### config.mk
export PLATFORM = sky130hd
export DESIGN_NAME = aic_top
export DESIGN_NICKNAME = d
export VERILOG_FILES = /design/src/rtl/aic_pkg.sv /design/src/rtl/aic_persist.sv /design/src/rtl/aic_top.sv
export VERILOG_INCLUDE_DIRS = /design/src /design/src/rtl
export SDC_FILE = /design/constraint.sdc
export NUM_CORES = 1
export LEC_CHECK = 0
export BUFFER_PORTS_ARGS = -buffer_cell sky130_fd_sc_hd__buf_4
export CAP_MARGIN = 20
export CELL_PAD_IN_SITES_DETAIL_PLACEMENT = 1
export CELL_PAD_IN_SITES_GLOBAL_PLACEMENT = 1
export CORE_MARGIN = 4
export CORE_UTILIZATION = 30
export DETAILED_ROUTE_END_ITERATION = 10
export GPL_TIMING_DRIVEN = 0
export PLACE_DENSITY_LB_ADDON = 0.08
export SYNTH_ARGS = -nofsm -noshare
export SYNTH_HDL_FRONTEND = slang
export SYNTH_SLANG_ARGS = --single-unit
### constraint.sdc
create_clock -name core_clk_in -period 9.9 [get_ports core_clk_in]
set_clock_uncertainty 0.2 [all_clocks]
set_input_delay 0 -clock core_clk_in [delete_from_list [all_inputs] [get_ports core_clk_in]]
set_output_delay 0 -clock core_clk_in [all_outputs]
set_load 0.005 [all_outputs]
### src/rtl/aic_cfg.svh
`ifndef AIC_CFG_SVH
`define AIC_CFG_SVH

// Register offsets
`define AIC_OFF_ROUTE2 8'h1B
`define AIC_OFF_SRC 8'h1E
`define AIC_OFF_PINCFG 8'h20
`define AIC_OFF_HOLD 8'h21
`define AIC_OFF_LOWDLY 8'h22
`define AIC_OFF_LOWTH 8'h23
`define AIC_OFF_HYST 8'h24
`define AIC_OFF_HIGHDLY 8'h25
`define AIC_OFF_STATUS 8'h0B

// Reset values
`define AIC_RST_ROUTE2 8'h00
`define AIC_RST_SRC 8'h00
`define AIC_RST_PINCFG 8'h05
`define AIC_RST_HOLD 8'h00
`define AIC_RST_LOWDLY 8'h09
`define AIC_RST_LOWTH 8'h30
`define AIC_RST_HYST 8'h81
`define AIC_RST_HIGHDLY 8'h0F

// Implemented bits per register
`define AIC_MASK_SRC 8'h3F
`define AIC_MASK_PINCFG 8'h0F
`define AIC_MASK_HOLD 8'h0F
`define AIC_MASK_HYST 8'hC7

// Field positions
`define AIC_BIT_P1_POL 0
`define AIC_BIT_P1_OD 1
`define AIC_BIT_P2_POL 2
`define AIC_BIT_P2_OD 3
`define AIC_BIT_CLEAR 7
`define AIC_BIT_LOW_MODE 2
`define AIC_LSB_STRONG_ACCEL_HYSTERESIS 6
`define AIC_LSB_WEAK_ACCEL_HYSTERESIS 0

// Engine bit order in routing and status
`define AIC_ENG_LOW 0
`define AIC_ENG_HIGH 1
`define AIC_ENG_COUNT 8

// Scaling steps
`define AIC_LOWTH_STEP_CMG 18'h0030D
`define AIC_LOWHY_STEP_MG 12'h07D
`define AIC_HIGHHY_STEP_2G_MG 12'h07D
`define AIC_HIGHHY_STEP_4G_MG 12'h0FA
`define AIC_HIGHHY_STEP_8G_MG 12'h1F4
`define AIC_HIGHHY_STEP_16G_MG 12'h3E8

// Timing
`define AIC_CLK_HZ 50000000
`define AIC_BASE_TICK_NS 250000
`define AIC_BASE_TICK_CYC ((`AIC_BASE_TICK_NS / 1000) * (`AIC_CLK_HZ / 1000000))
`define AIC_DLY_TICK_NS 2000000
`define AIC_DLY_PER_BASE (`AIC_DLY_TICK_NS / `AIC_BASE_TICK_NS)

// Temporary hold lengths in base ticks of 250 us
`define AIC_HOLD_250US 16'h0001
`define AIC_HOLD_500US 16'h0002
`define AIC_HOLD_1MS 16'h0004
`define AIC_HOLD_12M5 16'h0032
`define AIC_HOLD_25MS 16'h0064
`define AIC_HOLD_50MS 16'h00C8
`define AIC_HOLD_250MS 16'h03E8
`define AIC_HOLD_500MS 16'h07D0
`define AIC_HOLD_1S 16'h0FA0
`define AIC_HOLD_2S 16'h1F40
`define AIC_HOLD_4S 16'h3E80
`define AIC_HOLD_8S 16'h7D00

`endif

### src/rtl/aic_pkg.sv
package aic_pkg;
    typedef enum logic [1:0] {
        AIC_HOLD_NONE = 2'b00,
        AIC_HOLD_TEMP = 2'b01,
        AIC_HOLD_LATCH = 2'b10
    } aic_hold_e;
    typedef logic [15:0] aic_ticks_t;
endpackage

### src/rtl/aic_persist.sv
`timescale 1ns/1ps
`default_nettype none
`include "aic_cfg.svh"

module aic_persist
    import aic_pkg::*;
(
    input wire logic core_clk_in,
    input wire logic sys_rst_in,
    input wire logic tick_in,
    input wire logic cond_in,
    input wire logic [7:0] dur_in,
    output logic trig_out
);
    logic [8:0] cnt;
    logic [8:0] need;

    // One extra tick covers the partial first period
    assign need = {1'b0, dur_in} + 9'h002;

    always_ff @(posedge core_clk_in or posedge sys_rst_in) begin
        if (sys_rst_in) begin
            cnt <= 9'h000;
        end else if (!cond_in) begin
            cnt <= 9'h000;
        end else if (tick_in && cnt < need) begin
            cnt <= cnt + 9'h001;
        end
    end

    always_ff @(posedge core_clk_in or posedge sys_rst_in) begin
        if (sys_rst_in) begin
            trig_out <= 1'b0;
        end else begin
            trig_out <= cond_in && (cnt >= need);
        end
    end
endmodule

`default_nettype wire

### src/rtl/aic_top.sv
// Design decision made here: the strobed register port.
`timescale 1ns/1ps
`default_nettype none
`include "aic_cfg.svh"

module aic_top
    import aic_pkg::*;
#(
    parameter int BASE_TICK_CYC = `AIC_BASE_TICK_CYC
) (
    input wire logic core_clk_in,
    input wire logic sys_rst_in,
    input wire logic [7:0] reg_addr_in,
    input wire logic [7:0] reg_wdata_in,
    input wire logic reg_wr_in,
    input wire logic reg_rd_in,
    output logic [7:0] reg_rdata_out,
    input wire logic [7:2] engine_event_in,
    input wire logic weak_accel_cond_in,
    input wire logic strong_accel_cond_in,
    input wire logic [7:0] first_pin_route_in,
    input wire logic [1:0] range_sel_in,
    output logic [5:0] engine_unfiltered_out,
    output logic [17:0] weak_accel_threshold_cmg_out,
    output logic [8:0] weak_accel_hysteresis_mg_out,
    output logic [11:0] strong_accel_hysteresis_mg_out,
    output logic weak_accel_sum_mode_out,
    output logic [7:0] engine_status_out,
    output logic first_irq_pin_out,
    output logic first_irq_pin_oe_n_out,
    output logic second_irq_pin_out,
    output logic second_irq_pin_oe_n_out
);
    localparam int NENG = `AIC_ENG_COUNT;

    logic [7:0] second_pin_route;
    logic [7:0] engine_source_select;
    logic [7:0] pin_electrical_config;
    logic [7:0] hold_mode_and_clear;
    logic [7:0] lowg_delay;
    logic [7:0] lowg_threshold;
    logic [7:0] lowg_highg_hysteresis;
    logic [7:0] highg_delay;

    logic wr_route2, wr_src, wr_pincfg, wr_hold;
    logic wr_lowdly, wr_lowth, wr_hyst, wr_highdly;
    logic clear_req;
    logic [7:0] next_rdata;

    logic [15:0] base_div;
    logic base_tick;
    logic [2:0] dly_div;
    logic dly_tick;

    logic weak_trig, strong_trig;
    logic [NENG-1:0] raw_evt;
    logic [NENG-1:0] held;
    aic_hold_e hold_kind;
    aic_ticks_t hold_len;
    logic first_active, second_active;

    // Classify the hold field
    function automatic aic_hold_e hold_class(input logic [3:0] code);
        if (code[2:0] == 3'h0) begin
            hold_class = AIC_HOLD_NONE;
        end else if (code[2:0] == 3'h7) begin
            hold_class = AIC_HOLD_LATCH;
        end else begin
            hold_class = AIC_HOLD_TEMP;
        end
    endfunction

    // Hold length in base ticks
    function automatic aic_ticks_t hold_ticks(input logic [3:0] code);
        unique case (code)
            4'h1: hold_ticks = `AIC_HOLD_250MS;
            4'h2: hold_ticks = `AIC_HOLD_500MS;
            4'h3: hold_ticks = `AIC_HOLD_1S;
            4'h4: hold_ticks = `AIC_HOLD_2S;
            4'h5: hold_ticks = `AIC_HOLD_4S;
            4'h6: hold_ticks = `AIC_HOLD_8S;
            4'h9: hold_ticks = `AIC_HOLD_250US;
            4'hA: hold_ticks = `AIC_HOLD_500US;
            4'hB: hold_ticks = `AIC_HOLD_1MS;
            4'hC: hold_ticks = `AIC_HOLD_12M5;
            4'hD: hold_ticks = `AIC_HOLD_25MS;
            4'hE: hold_ticks = `AIC_HOLD_50MS;
            default: hold_ticks = 16'h0000;
        endcase
    endfunction

    // Pin level for a given activity, polarity and drive
    function automatic logic [1:0] pin_drive(input logic act, input logic pol,
                                             input logic od);
        logic lvl;
        lvl = act ? pol : ~pol;
        if (od) begin
            pin_drive = {lvl, lvl};
        end else begin
            pin_drive = {1'b0, lvl};
        end
    endfunction

    assign wr_route2 = reg_wr_in && reg_addr_in == `AIC_OFF_ROUTE2;
    assign wr_src = reg_wr_in && reg_addr_in == `AIC_OFF_SRC;
    assign wr_pincfg = reg_wr_in && reg_addr_in == `AIC_OFF_PINCFG;
    assign wr_hold = reg_wr_in && reg_addr_in == `AIC_OFF_HOLD;
    assign wr_lowdly = reg_wr_in && reg_addr_in == `AIC_OFF_LOWDLY;
    assign wr_lowth = reg_wr_in && reg_addr_in == `AIC_OFF_LOWTH;
    assign wr_hyst = reg_wr_in && reg_addr_in == `AIC_OFF_HYST;
    assign wr_highdly = reg_wr_in && reg_addr_in == `AIC_OFF_HIGHDLY;
    assign clear_req = wr_hold && reg_wdata_in[`AIC_BIT_CLEAR];

    always_ff @(posedge core_clk_in or posedge sys_rst_in) begin
        if (sys_rst_in) begin
            second_pin_route <= `AIC_RST_ROUTE2;
        end else if (wr_route2) begin
            second_pin_route <= reg_wdata_in;
        end
    end

    always_ff @(posedge core_clk_in or posedge sys_rst_in) begin
        if (sys_rst_in) begin
            engine_source_select <= `AIC_RST_SRC;
        end else if (wr_src) begin
            engine_source_select <= reg_wdata_in & `AIC_MASK_SRC;
        end
    end

    always_ff @(posedge core_clk_in or posedge sys_rst_in) begin
        if (sys_rst_in) begin
            pin_electrical_config <= `AIC_RST_PINCFG;
        end else if (wr_pincfg) begin
            pin_electrical_config <= reg_wdata_in & `AIC_MASK_PINCFG;
        end
    end

    // Clear bit is not stored
    always_ff @(posedge core_clk_in or posedge sys_rst_in) begin
        if (sys_rst_in) begin
            hold_mode_and_clear <= `AIC_RST_HOLD;
        end else if (wr_hold) begin
            hold_mode_and_clear <= reg_wdata_in & `AIC_MASK_HOLD;
        end
    end

    always_ff @(posedge core_clk_in or posedge sys_rst_in) begin
        if (sys_rst_in) begin
            lowg_delay <= `AIC_RST_LOWDLY;
            lowg_threshold <= `AIC_RST_LOWTH;
            lowg_highg_hysteresis <= `AIC_RST_HYST;
            highg_delay <= `AIC_RST_HIGHDLY;
        end else begin
            if (wr_lowdly) begin
                lowg_delay <= reg_wdata_in;
            end
            if (wr_lowth) begin
                lowg_threshold <= reg_wdata_in;
            end
            if (wr_hyst) begin
                lowg_highg_hysteresis <= reg_wdata_in & `AIC_MASK_HYST;
            end
            if (wr_highdly) begin
                highg_delay <= reg_wdata_in;
            end
        end
    end

    // Read mux, unmapped addresses read zero
    always_comb begin
        next_rdata = 8'h00;
        if (reg_rd_in) begin
            unique case (reg_addr_in)
                `AIC_OFF_ROUTE2: next_rdata = second_pin_route;
                `AIC_OFF_SRC: next_rdata = engine_source_select;
                `AIC_OFF_PINCFG: next_rdata = pin_electrical_config;
                `AIC_OFF_HOLD: next_rdata = hold_mode_and_clear;
                `AIC_OFF_LOWDLY: next_rdata = lowg_delay;
                `AIC_OFF_LOWTH: next_rdata = lowg_threshold;
                `AIC_OFF_HYST: next_rdata = lowg_highg_hysteresis;
                `AIC_OFF_HIGHDLY: next_rdata = highg_delay;
                `AIC_OFF_STATUS: next_rdata = held;
                default: next_rdata = 8'h00;
            endcase
        end
    end

    always_ff @(posedge core_clk_in or posedge sys_rst_in) begin
        if (sys_rst_in) begin
            reg_rdata_out <= 8'h00;
        end else begin
            reg_rdata_out <= next_rdata;
        end
    end

    // 250 us base tick and 2 ms delay tick
    always_ff @(posedge core_clk_in or posedge sys_rst_in) begin
        if (sys_rst_in) begin
            base_div <= 16'h0000;
            base_tick <= 1'b0;
        end else if (base_div == 16'(BASE_TICK_CYC - 1)) begin
            base_div <= 16'h0000;
            base_tick <= 1'b1;
        end else begin
            base_div <= base_div + 16'h0001;
            base_tick <= 1'b0;
        end
    end

    always_ff @(posedge core_clk_in or posedge sys_rst_in) begin
        if (sys_rst_in) begin
            dly_div <= 3'h0;
            dly_tick <= 1'b0;
        end else begin
            dly_tick <= 1'b0;
            if (base_tick) begin
                if (dly_div == 3'(`AIC_DLY_PER_BASE - 1)) begin
                    dly_div <= 3'h0;
                    dly_tick <= 1'b1;
                end else begin
                    dly_div <= dly_div + 3'h1;
                end
            end
        end
    end

    aic_persist u_weak_persist (
        .core_clk_in(core_clk_in),
        .sys_rst_in(sys_rst_in),
        .tick_in(dly_tick),
        .cond_in(weak_accel_cond_in),
        .dur_in(lowg_delay),
        .trig_out(weak_trig)
    );

    aic_persist u_strong_persist (
        .core_clk_in(core_clk_in),
        .sys_rst_in(sys_rst_in),
        .tick_in(dly_tick),
        .cond_in(strong_accel_cond_in),
        .dur_in(highg_delay),
        .trig_out(strong_trig)
    );

    assign raw_evt = {engine_event_in, strong_trig, weak_trig};
    assign hold_kind = hold_class(hold_mode_and_clear[3:0]);
    assign hold_len = hold_ticks(hold_mode_and_clear[3:0]);

    // Per-engine hold state, a new event beats a clear
    genvar gi;
    generate
        for (gi = 0; gi < NENG; gi++) begin : g_eng
            logic latched;
            aic_ticks_t remain;

            always_ff @(posedge core_clk_in or posedge sys_rst_in) begin
                if (sys_rst_in) begin
                    latched <= 1'b0;
                end else if (hold_kind == AIC_HOLD_LATCH && raw_evt[gi]) begin
                    latched <= 1'b1;
                end else if (clear_req || hold_kind != AIC_HOLD_LATCH) begin
                    latched <= 1'b0;
                end
            end

            // One extra tick so the hold never ends early
            always_ff @(posedge core_clk_in or posedge sys_rst_in) begin
                if (sys_rst_in) begin
                    remain <= 16'h0000;
                end else if (hold_kind == AIC_HOLD_TEMP && raw_evt[gi]) begin
                    remain <= hold_len + 16'h0001;
                end else if (clear_req || hold_kind != AIC_HOLD_TEMP) begin
                    remain <= 16'h0000;
                end else if (base_tick && remain != 16'h0000) begin
                    remain <= remain - 16'h0001;
                end
            end

            assign held[gi] = raw_evt[gi] || latched || remain != 16'h0000;
        end
    endgenerate

    assign first_active = |(held & first_pin_route_in);
    assign second_active = |(held & second_pin_route);

    always_ff @(posedge core_clk_in or posedge sys_rst_in) begin
        if (sys_rst_in) begin
            engine_status_out <= 8'h00;
        end else begin
            engine_status_out <= held;
        end
    end

    // Open-drain only pulls low, otherwise releases
    always_ff @(posedge core_clk_in or posedge sys_rst_in) begin
        if (sys_rst_in) begin
            first_irq_pin_out <= 1'b0;
            first_irq_pin_oe_n_out <= 1'b0;
            second_irq_pin_out <= 1'b0;
            second_irq_pin_oe_n_out <= 1'b0;
        end else begin
            {first_irq_pin_oe_n_out, first_irq_pin_out} <= pin_drive(first_active,
                pin_electrical_config[`AIC_BIT_P1_POL],
                pin_electrical_config[`AIC_BIT_P1_OD]);
            {second_irq_pin_oe_n_out, second_irq_pin_out} <= pin_drive(second_active,
                pin_electrical_config[`AIC_BIT_P2_POL],
                pin_electrical_config[`AIC_BIT_P2_OD]);
        end
    end

    always_ff @(posedge core_clk_in or posedge sys_rst_in) begin
        if (sys_rst_in) begin
            engine_unfiltered_out <= 6'h00;
            weak_accel_sum_mode_out <= 1'b0;
        end else begin
            engine_unfiltered_out <= engine_source_select[5:0];
            weak_accel_sum_mode_out <= lowg_highg_hysteresis[`AIC_BIT_LOW_MODE];
        end
    end

    // Scaled thresholds for the comparator datapath
    always_ff @(posedge core_clk_in or posedge sys_rst_in) begin
        if (sys_rst_in) begin
            weak_accel_threshold_cmg_out <= 18'h00000;
            weak_accel_hysteresis_mg_out <= 9'h000;
            strong_accel_hysteresis_mg_out <= 12'h000;
        end else begin
            weak_accel_threshold_cmg_out <= 18'(lowg_threshold) * `AIC_LOWTH_STEP_CMG;
            weak_accel_hysteresis_mg_out <= 9'(12'(lowg_highg_hysteresis[1:0]) *
                `AIC_LOWHY_STEP_MG);
            unique case (range_sel_in)
                2'h0: strong_accel_hysteresis_mg_out <= 12'(lowg_highg_hysteresis[7:6]) *
                    `AIC_HIGHHY_STEP_2G_MG;
                2'h1: strong_accel_hysteresis_mg_out <= 12'(lowg_highg_hysteresis[7:6]) *
                    `AIC_HIGHHY_STEP_4G_MG;
                2'h2: strong_accel_hysteresis_mg_out <= 12'(lowg_highg_hysteresis[7:6]) *
                    `AIC_HIGHHY_STEP_8G_MG;
                2'h3: strong_accel_hysteresis_mg_out <= 12'(lowg_highg_hysteresis[7:6]) *
                    `AIC_HIGHHY_STEP_16G_MG;
            endcase
        end
    end
endmodule

`default_nettype wire

==> impl_metrics.json <==
{
  "final_core_util_pct": 36.30,
  "detailedRoute.firstPassIterationCount": 5,
  "cts_made_buffers": 39,
  "critPathMaxFanout": 10,
  "drc": 0,
  "antenna_found_initial": 1,
  "post_cts_hold_buffer_count": 34,
  "count_of_flip_flops_with_a_built_in_enable_after_synthesis": 0,
  "numPortBuffers": 99,
  "clock_tree_from_tritoncts": "done",
  "design_area_sq_mm": 0.02090,
  "yosysUniqueCellTypes": 73,
  "timing.critical_path.to_type": "flip-flop",
  "die_height_microns": 249.0,
  "timing.max_slew.rel_slack_pct": 22.47,
  "detail_route.vias_per_cell": 5.440,
  "status": "complete, no violations",
  "grt_pass1_wl_mm": 101.1,
  "peakVddDrop_v": 0.0001103,
  "place_hpwl_mm": 45.86,
  "power_switching_uw": 1279,
  "final.setup.tns_ns": 0,
  "avgSynthCellArea_sq_um": 9.158,
  "first_global_vias": 16350,
  "startpoint_type": "flip-flop",
  "placement.cell_area_sq_mm": 0.01928,
  "max_slew.worst_pin.slew_ns": 1.163,
  "min_delay_path_depth": 5,
  "layout_worst_path_cycle_share_pct": 55.65,
  "hold_viol": 0,
  "async_flop_share_pct": 100.0,
  "routedWlPerCell_microns": 22.62,
  "global_routing_usage_summed_across_all_routing_layers_pct": 20.63,
  "drive_gt1_share_pct": 13.19,
  "pwr-share-comb_pct": 27.3,
  "most-common-layout-cells": "sky130_fd_sc_hd__dfrtp_1 (279), sky130_fd_sc_hd__a21oi_1 (255), sky130_fd_sc_hd__nor2_1 (213)",
  "sequential_standard_cell_area_sq_mm": 0.007297,
  "grt_max_degree": 108,
  "worst_hold_startpoint": "reg_addr_in[3]",
  "nNetsFinal": 2235,
  "power.density_cell_area_mw_per_mm2": 182.7,
  "fp.dieArea_sq_mm": 0.06198,
  "multi_input_area_sq_mm": 0.009499,
  "cell_internal_power_uw": 2539,
  "clock-sinks": 291,
  "pin_count": 104,
  "initial_core_utilization_pct": 30.25,
  "cts.root.buffer_cell": "sky130_fd_sc_hd__clkbuf_16",
  "post-route-worst-setup-slack_ns": 4.391,
  "layout.cells.most_common": "sky130_fd_sc_hd__dfrtp_1",
  "area_growth_pct": 19.99,
  "cts-htree-levels": 2,
  "yosys_most_used_dff": "sky130_fd_sc_hd__dfrtp_1",
  "seq_power_share_pct": 35.7,
  "whs_ns": 0.04780,
  "ctsLongestPathBuffers": 3,
  "timing.reg2reg.worst_path_depth": 13,
  "post_cts.repair.setup_buffers": 0,
  "drt_wl_total_mm": 65.14,
  "clock.fmax_ghz": 0.1815,
  "min_to": "reg_rdata_out[4]$_DFF_PP0_",
  "switching_share_pct": 33.50,
  "dr.first_iter.drc_count": 901,
  "number_of_diodes": 0,
  "dpl_worst_slack_ns": 4.405,
  "grt_setup_unrepaired": "false",
  "setup-violations-final": 0,
  "timing.critical_path.required_ns": 10.20,
  "overflow": 0,
  "reg2reg_from": "hold_mode_and_clear[3]$_DFFE_PP0P_",
  "design.core.area_sq_mm": 0.05759,
  "post_synth_inst_count": 1902,
  "synth_sequential_area_ratio_pct": 41.89,
  "critical_path_arrival_ns": 5.81,
  "cts_resized": 0,
  "worstReg2RegEnd": "g_eng[6].remain[6]$_DFFE_PP0P_",
  "detailroute.via_count": 15670,
  "syn-num-nets": 2051,
  "power.share.clock_pct": 37.0,
  "clk_pin_slew_ns": 0.06,
  "worst-r2r-setup-slack_ns": 4.39,
  "syn_area_sq_mm": 0.01742,
  "min-delay-path-class": "primary input to flip-flop",
  "synth_warnings": 0,
  "worst_skew_late_latency_ns": 0.57,
  "max_cap_violations": 0,
  "finalWeightedCongestion": 0.8267,
  "finalMaxSlewViolations": 0,
  "postRouteAntennaNets": 0,
  "x_dimension_of_the_die_microns": 249.0,
  "worstSetupPathType": "flip-flop to flip-flop",
  "yosys_register_bits": 291,
  "period_needed_ns": 5.509,
  "number_of_core_rows": 88,
  "num-fill-cells": 6677,
  "leakagePower_uw": 0.009620
}
[critical path, stage by stage, from the launching register on]
cell and delay [ns]:
sky130_fd_sc_hd__dfrtp_1 0.52, sky130_fd_sc_hd__clkbuf_1 0.38, sky130_fd_sc_hd__clkbuf_1 0.59, sky130_fd_sc_hd__and3_1 0.26, sky130_fd_sc_hd__clkbuf_1 0.86, sky130_fd_sc_hd__ha_1 0.44
sky130_fd_sc_hd__and4_1 0.21, sky130_fd_sc_hd__and4_1 0.19, sky130_fd_sc_hd__clkbuf_1 0.20, sky130_fd_sc_hd__xor2_1 0.25, sky130_fd_sc_hd__clkbuf_1 0.86, sky130_fd_sc_hd__nand2_1 0.17
sky130_fd_sc_hd__a21oi_1 0.18, sky130_fd_sc_hd__o21a_1 0.12
[logic make-up after synthesis]
family | Yosys count | share of synthesized area, %
AO/OA/AOI/OAI | 573 | 20.34
XOR/XNOR | 54 | 2.801
adder cells (fa/ha/maj) | 111 | 8.318
buffers and inverters | 163 | 3.749
flip-flops | 291 | 41.89
multiplexers | 75 | 4.942
AND/OR/NAND/NOR | 635 | 17.96
[synthesized netlist by cell type (6+ instances only)]
cell type | n | share of area [%]
sky130_fd_sc_hd__nand2_1 | 119 | 2.6
sky130_fd_sc_hd__dfstp_2 | 12 | 1.8
sky130_fd_sc_hd__xor2_1 | 26 | 1.3
sky130_fd_sc_hd__nand3_1 | 53 | 1.5
sky130_fd_sc_hd__clkbuf_1 | 76 | 1.6
sky130_fd_sc_hd__o22a_1 | 17 | 0.85
sky130_fd_sc_hd__nor2b_1 | 23 | 0.83
sky130_fd_sc_hd__and2_1 | 20 | 0.72
sky130_fd_sc_hd__a21o_1 | 35 | 1.5
sky130_fd_sc_hd__o22ai_1 | 17 | 0.61
sky130_fd_sc_hd__a31o_2 | 8 | 0.40
sky130_fd_sc_hd__nand2b_1 | 16 | 0.57
sky130_fd_sc_hd__mux2_2 | 48 | 3.1
sky130_fd_sc_hd__nor2_1 | 214 | 4.6
sky130_fd_sc_hd__nor3_1 | 51 | 1.5
sky130_fd_sc_hd__and3_1 | 13 | 0.47
sky130_fd_sc_hd__a22o_1 | 7 | 0.35
sky130_fd_sc_hd__o31ai_1 | 13 | 0.56
sky130_fd_sc_hd__dfrtp_1 | 279 | 40
sky130_fd_sc_hd__xnor2_1 | 26 | 1.3
sky130_fd_sc_hd__o21ai_0 | 54 | 1.6
sky130_fd_sc_hd__a22oi_1 | 9 | 0.39
sky130_fd_sc_hd__a41oi_1 | 18 | 0.91
sky130_fd_sc_hd__or3_1 | 23 | 0.83
sky130_fd_sc_hd__or4_1 | 11 | 0.47
sky130_fd_sc_hd__a221oi_1 | 8 | 0.40
sky130_fd_sc_hd__ha_1 | 103 | 7.4
sky130_fd_sc_hd__nor4b_1 | 9 | 0.45
sky130_fd_sc_hd__o21a_1 | 21 | 0.91
sky130_fd_sc_hd__fa_1 | 8 | 0.92
sky130_fd_sc_hd__or2_2 | 7 | 0.25
sky130_fd_sc_hd__a31oi_1 | 59 | 2.1
sky130_fd_sc_hd__mux2i_1 | 23 | 1.3
sky130_fd_sc_hd__a21oi_1 | 258 | 7.4
sky130_fd_sc_hd__buf_2 | 6 | 0.17
sky130_fd_sc_hd__a211oi_1 | 8 | 0.34
sky130_fd_sc_hd__nor4_1 | 23 | 0.83
sky130_fd_sc_hd__inv_1 | 70 | 1.5
sky130_fd_sc_hd__nand4_1 | 23 | 0.83
[per-stage QoR]
step	std cells	total power, uW
after floorplan	1902	2051
after global routing	2880	4054
final	2880	3818
after global placement	2766	2383
after detailed placement	2776	2414
after CTS	2880	3875
[state kept, by name, indices dropped and copies added, names as in the netlist, 8 cells and up]
| register | count |
|---|---|
| u_strong_persist.cnt | 9 |
| u_weak_persist.cnt | 9 |
| second_pin_route | 8 |
| highg_delay | 8 |
| g_eng.remain | 128 |
| g_eng.latched | 8 |
| engine_status_out | 8 |
| strong_accel_hysteresis_mg_out | 12 |
| reg_rdata_out | 8 |
| lowg_threshold | 8 |
| weak_accel_threshold_cmg_out | 18 |
| lowg_delay | 8 |
| base_div | 16 |
[worst max-delay path by stage]
stage / cells after the start / end / startpoint / slack, ns
final: 13 / g_eng[6].remain[6]$_DFFE_PP0P_ / hold_mode_and_clear[3]$_DFFE_PP0P_ / 4.39
after global routing: 13 / g_eng[6].remain[6]$_DFFE_PP0P_ / hold_mode_and_clear[3]$_DFFE_PP0P_ / 4.07
after CTS: 13 / g_eng[6].remain[6]$_DFFE_PP0P_ / hold_mode_and_clear[3]$_DFFE_PP0P_ / 4.33
after detailed placement: 13 / g_eng[6].remain[6]$_DFFE_PP0P_ / hold_mode_and_clear[3]$_DFFE_PP0P_ / 4.41
after global placement: 2 / g_eng[4].remain[8]$_DFFE_PP0P_ / sys_rst_in / -2.67
after floorplan: 1 / base_div[0]$_DFF_PP0_ / sys_rst_in / 1.69
[area by class of cell]
type / instances / share of cell area [%]
clock inverters: 10 / 0.6345
inverters: 70 / 1.293
flip-flops and latches: 291 / 34.91
clock buffers: 60 / 5.477
plain buffers: 93 / 1.868
well taps: 765 / 4.579
repair buffers: 143 / 5.789
multi-input cells: 1448 / 45.45
[power groups by stage]
stage	logic, uW	registers (uW)	clock network [uW]
detailed placement	1030	1380	0
CTS	1050	1360	1470
finish	1040	1360	1410
floorplan	692	1360	0
global placement	1000	1380	0
global route	1160	1380	1520
[layer usage]
layer / share of wire [%] / routed length (microns) / GRT usage [%] / up-vias
met5: 0 / 0 / 0 / -
met4: 3.0 / 1974 / 6.411 / 0
met3: 4.4 / 2877 / 2.976 / 92
met2: 47 / 30720 / 34.47 / 332
met1: 45 / 29570 / 27.76 / 7904
li1: - / - / - / 7338
Note: power is estimated with default switching activity, not from simulation.
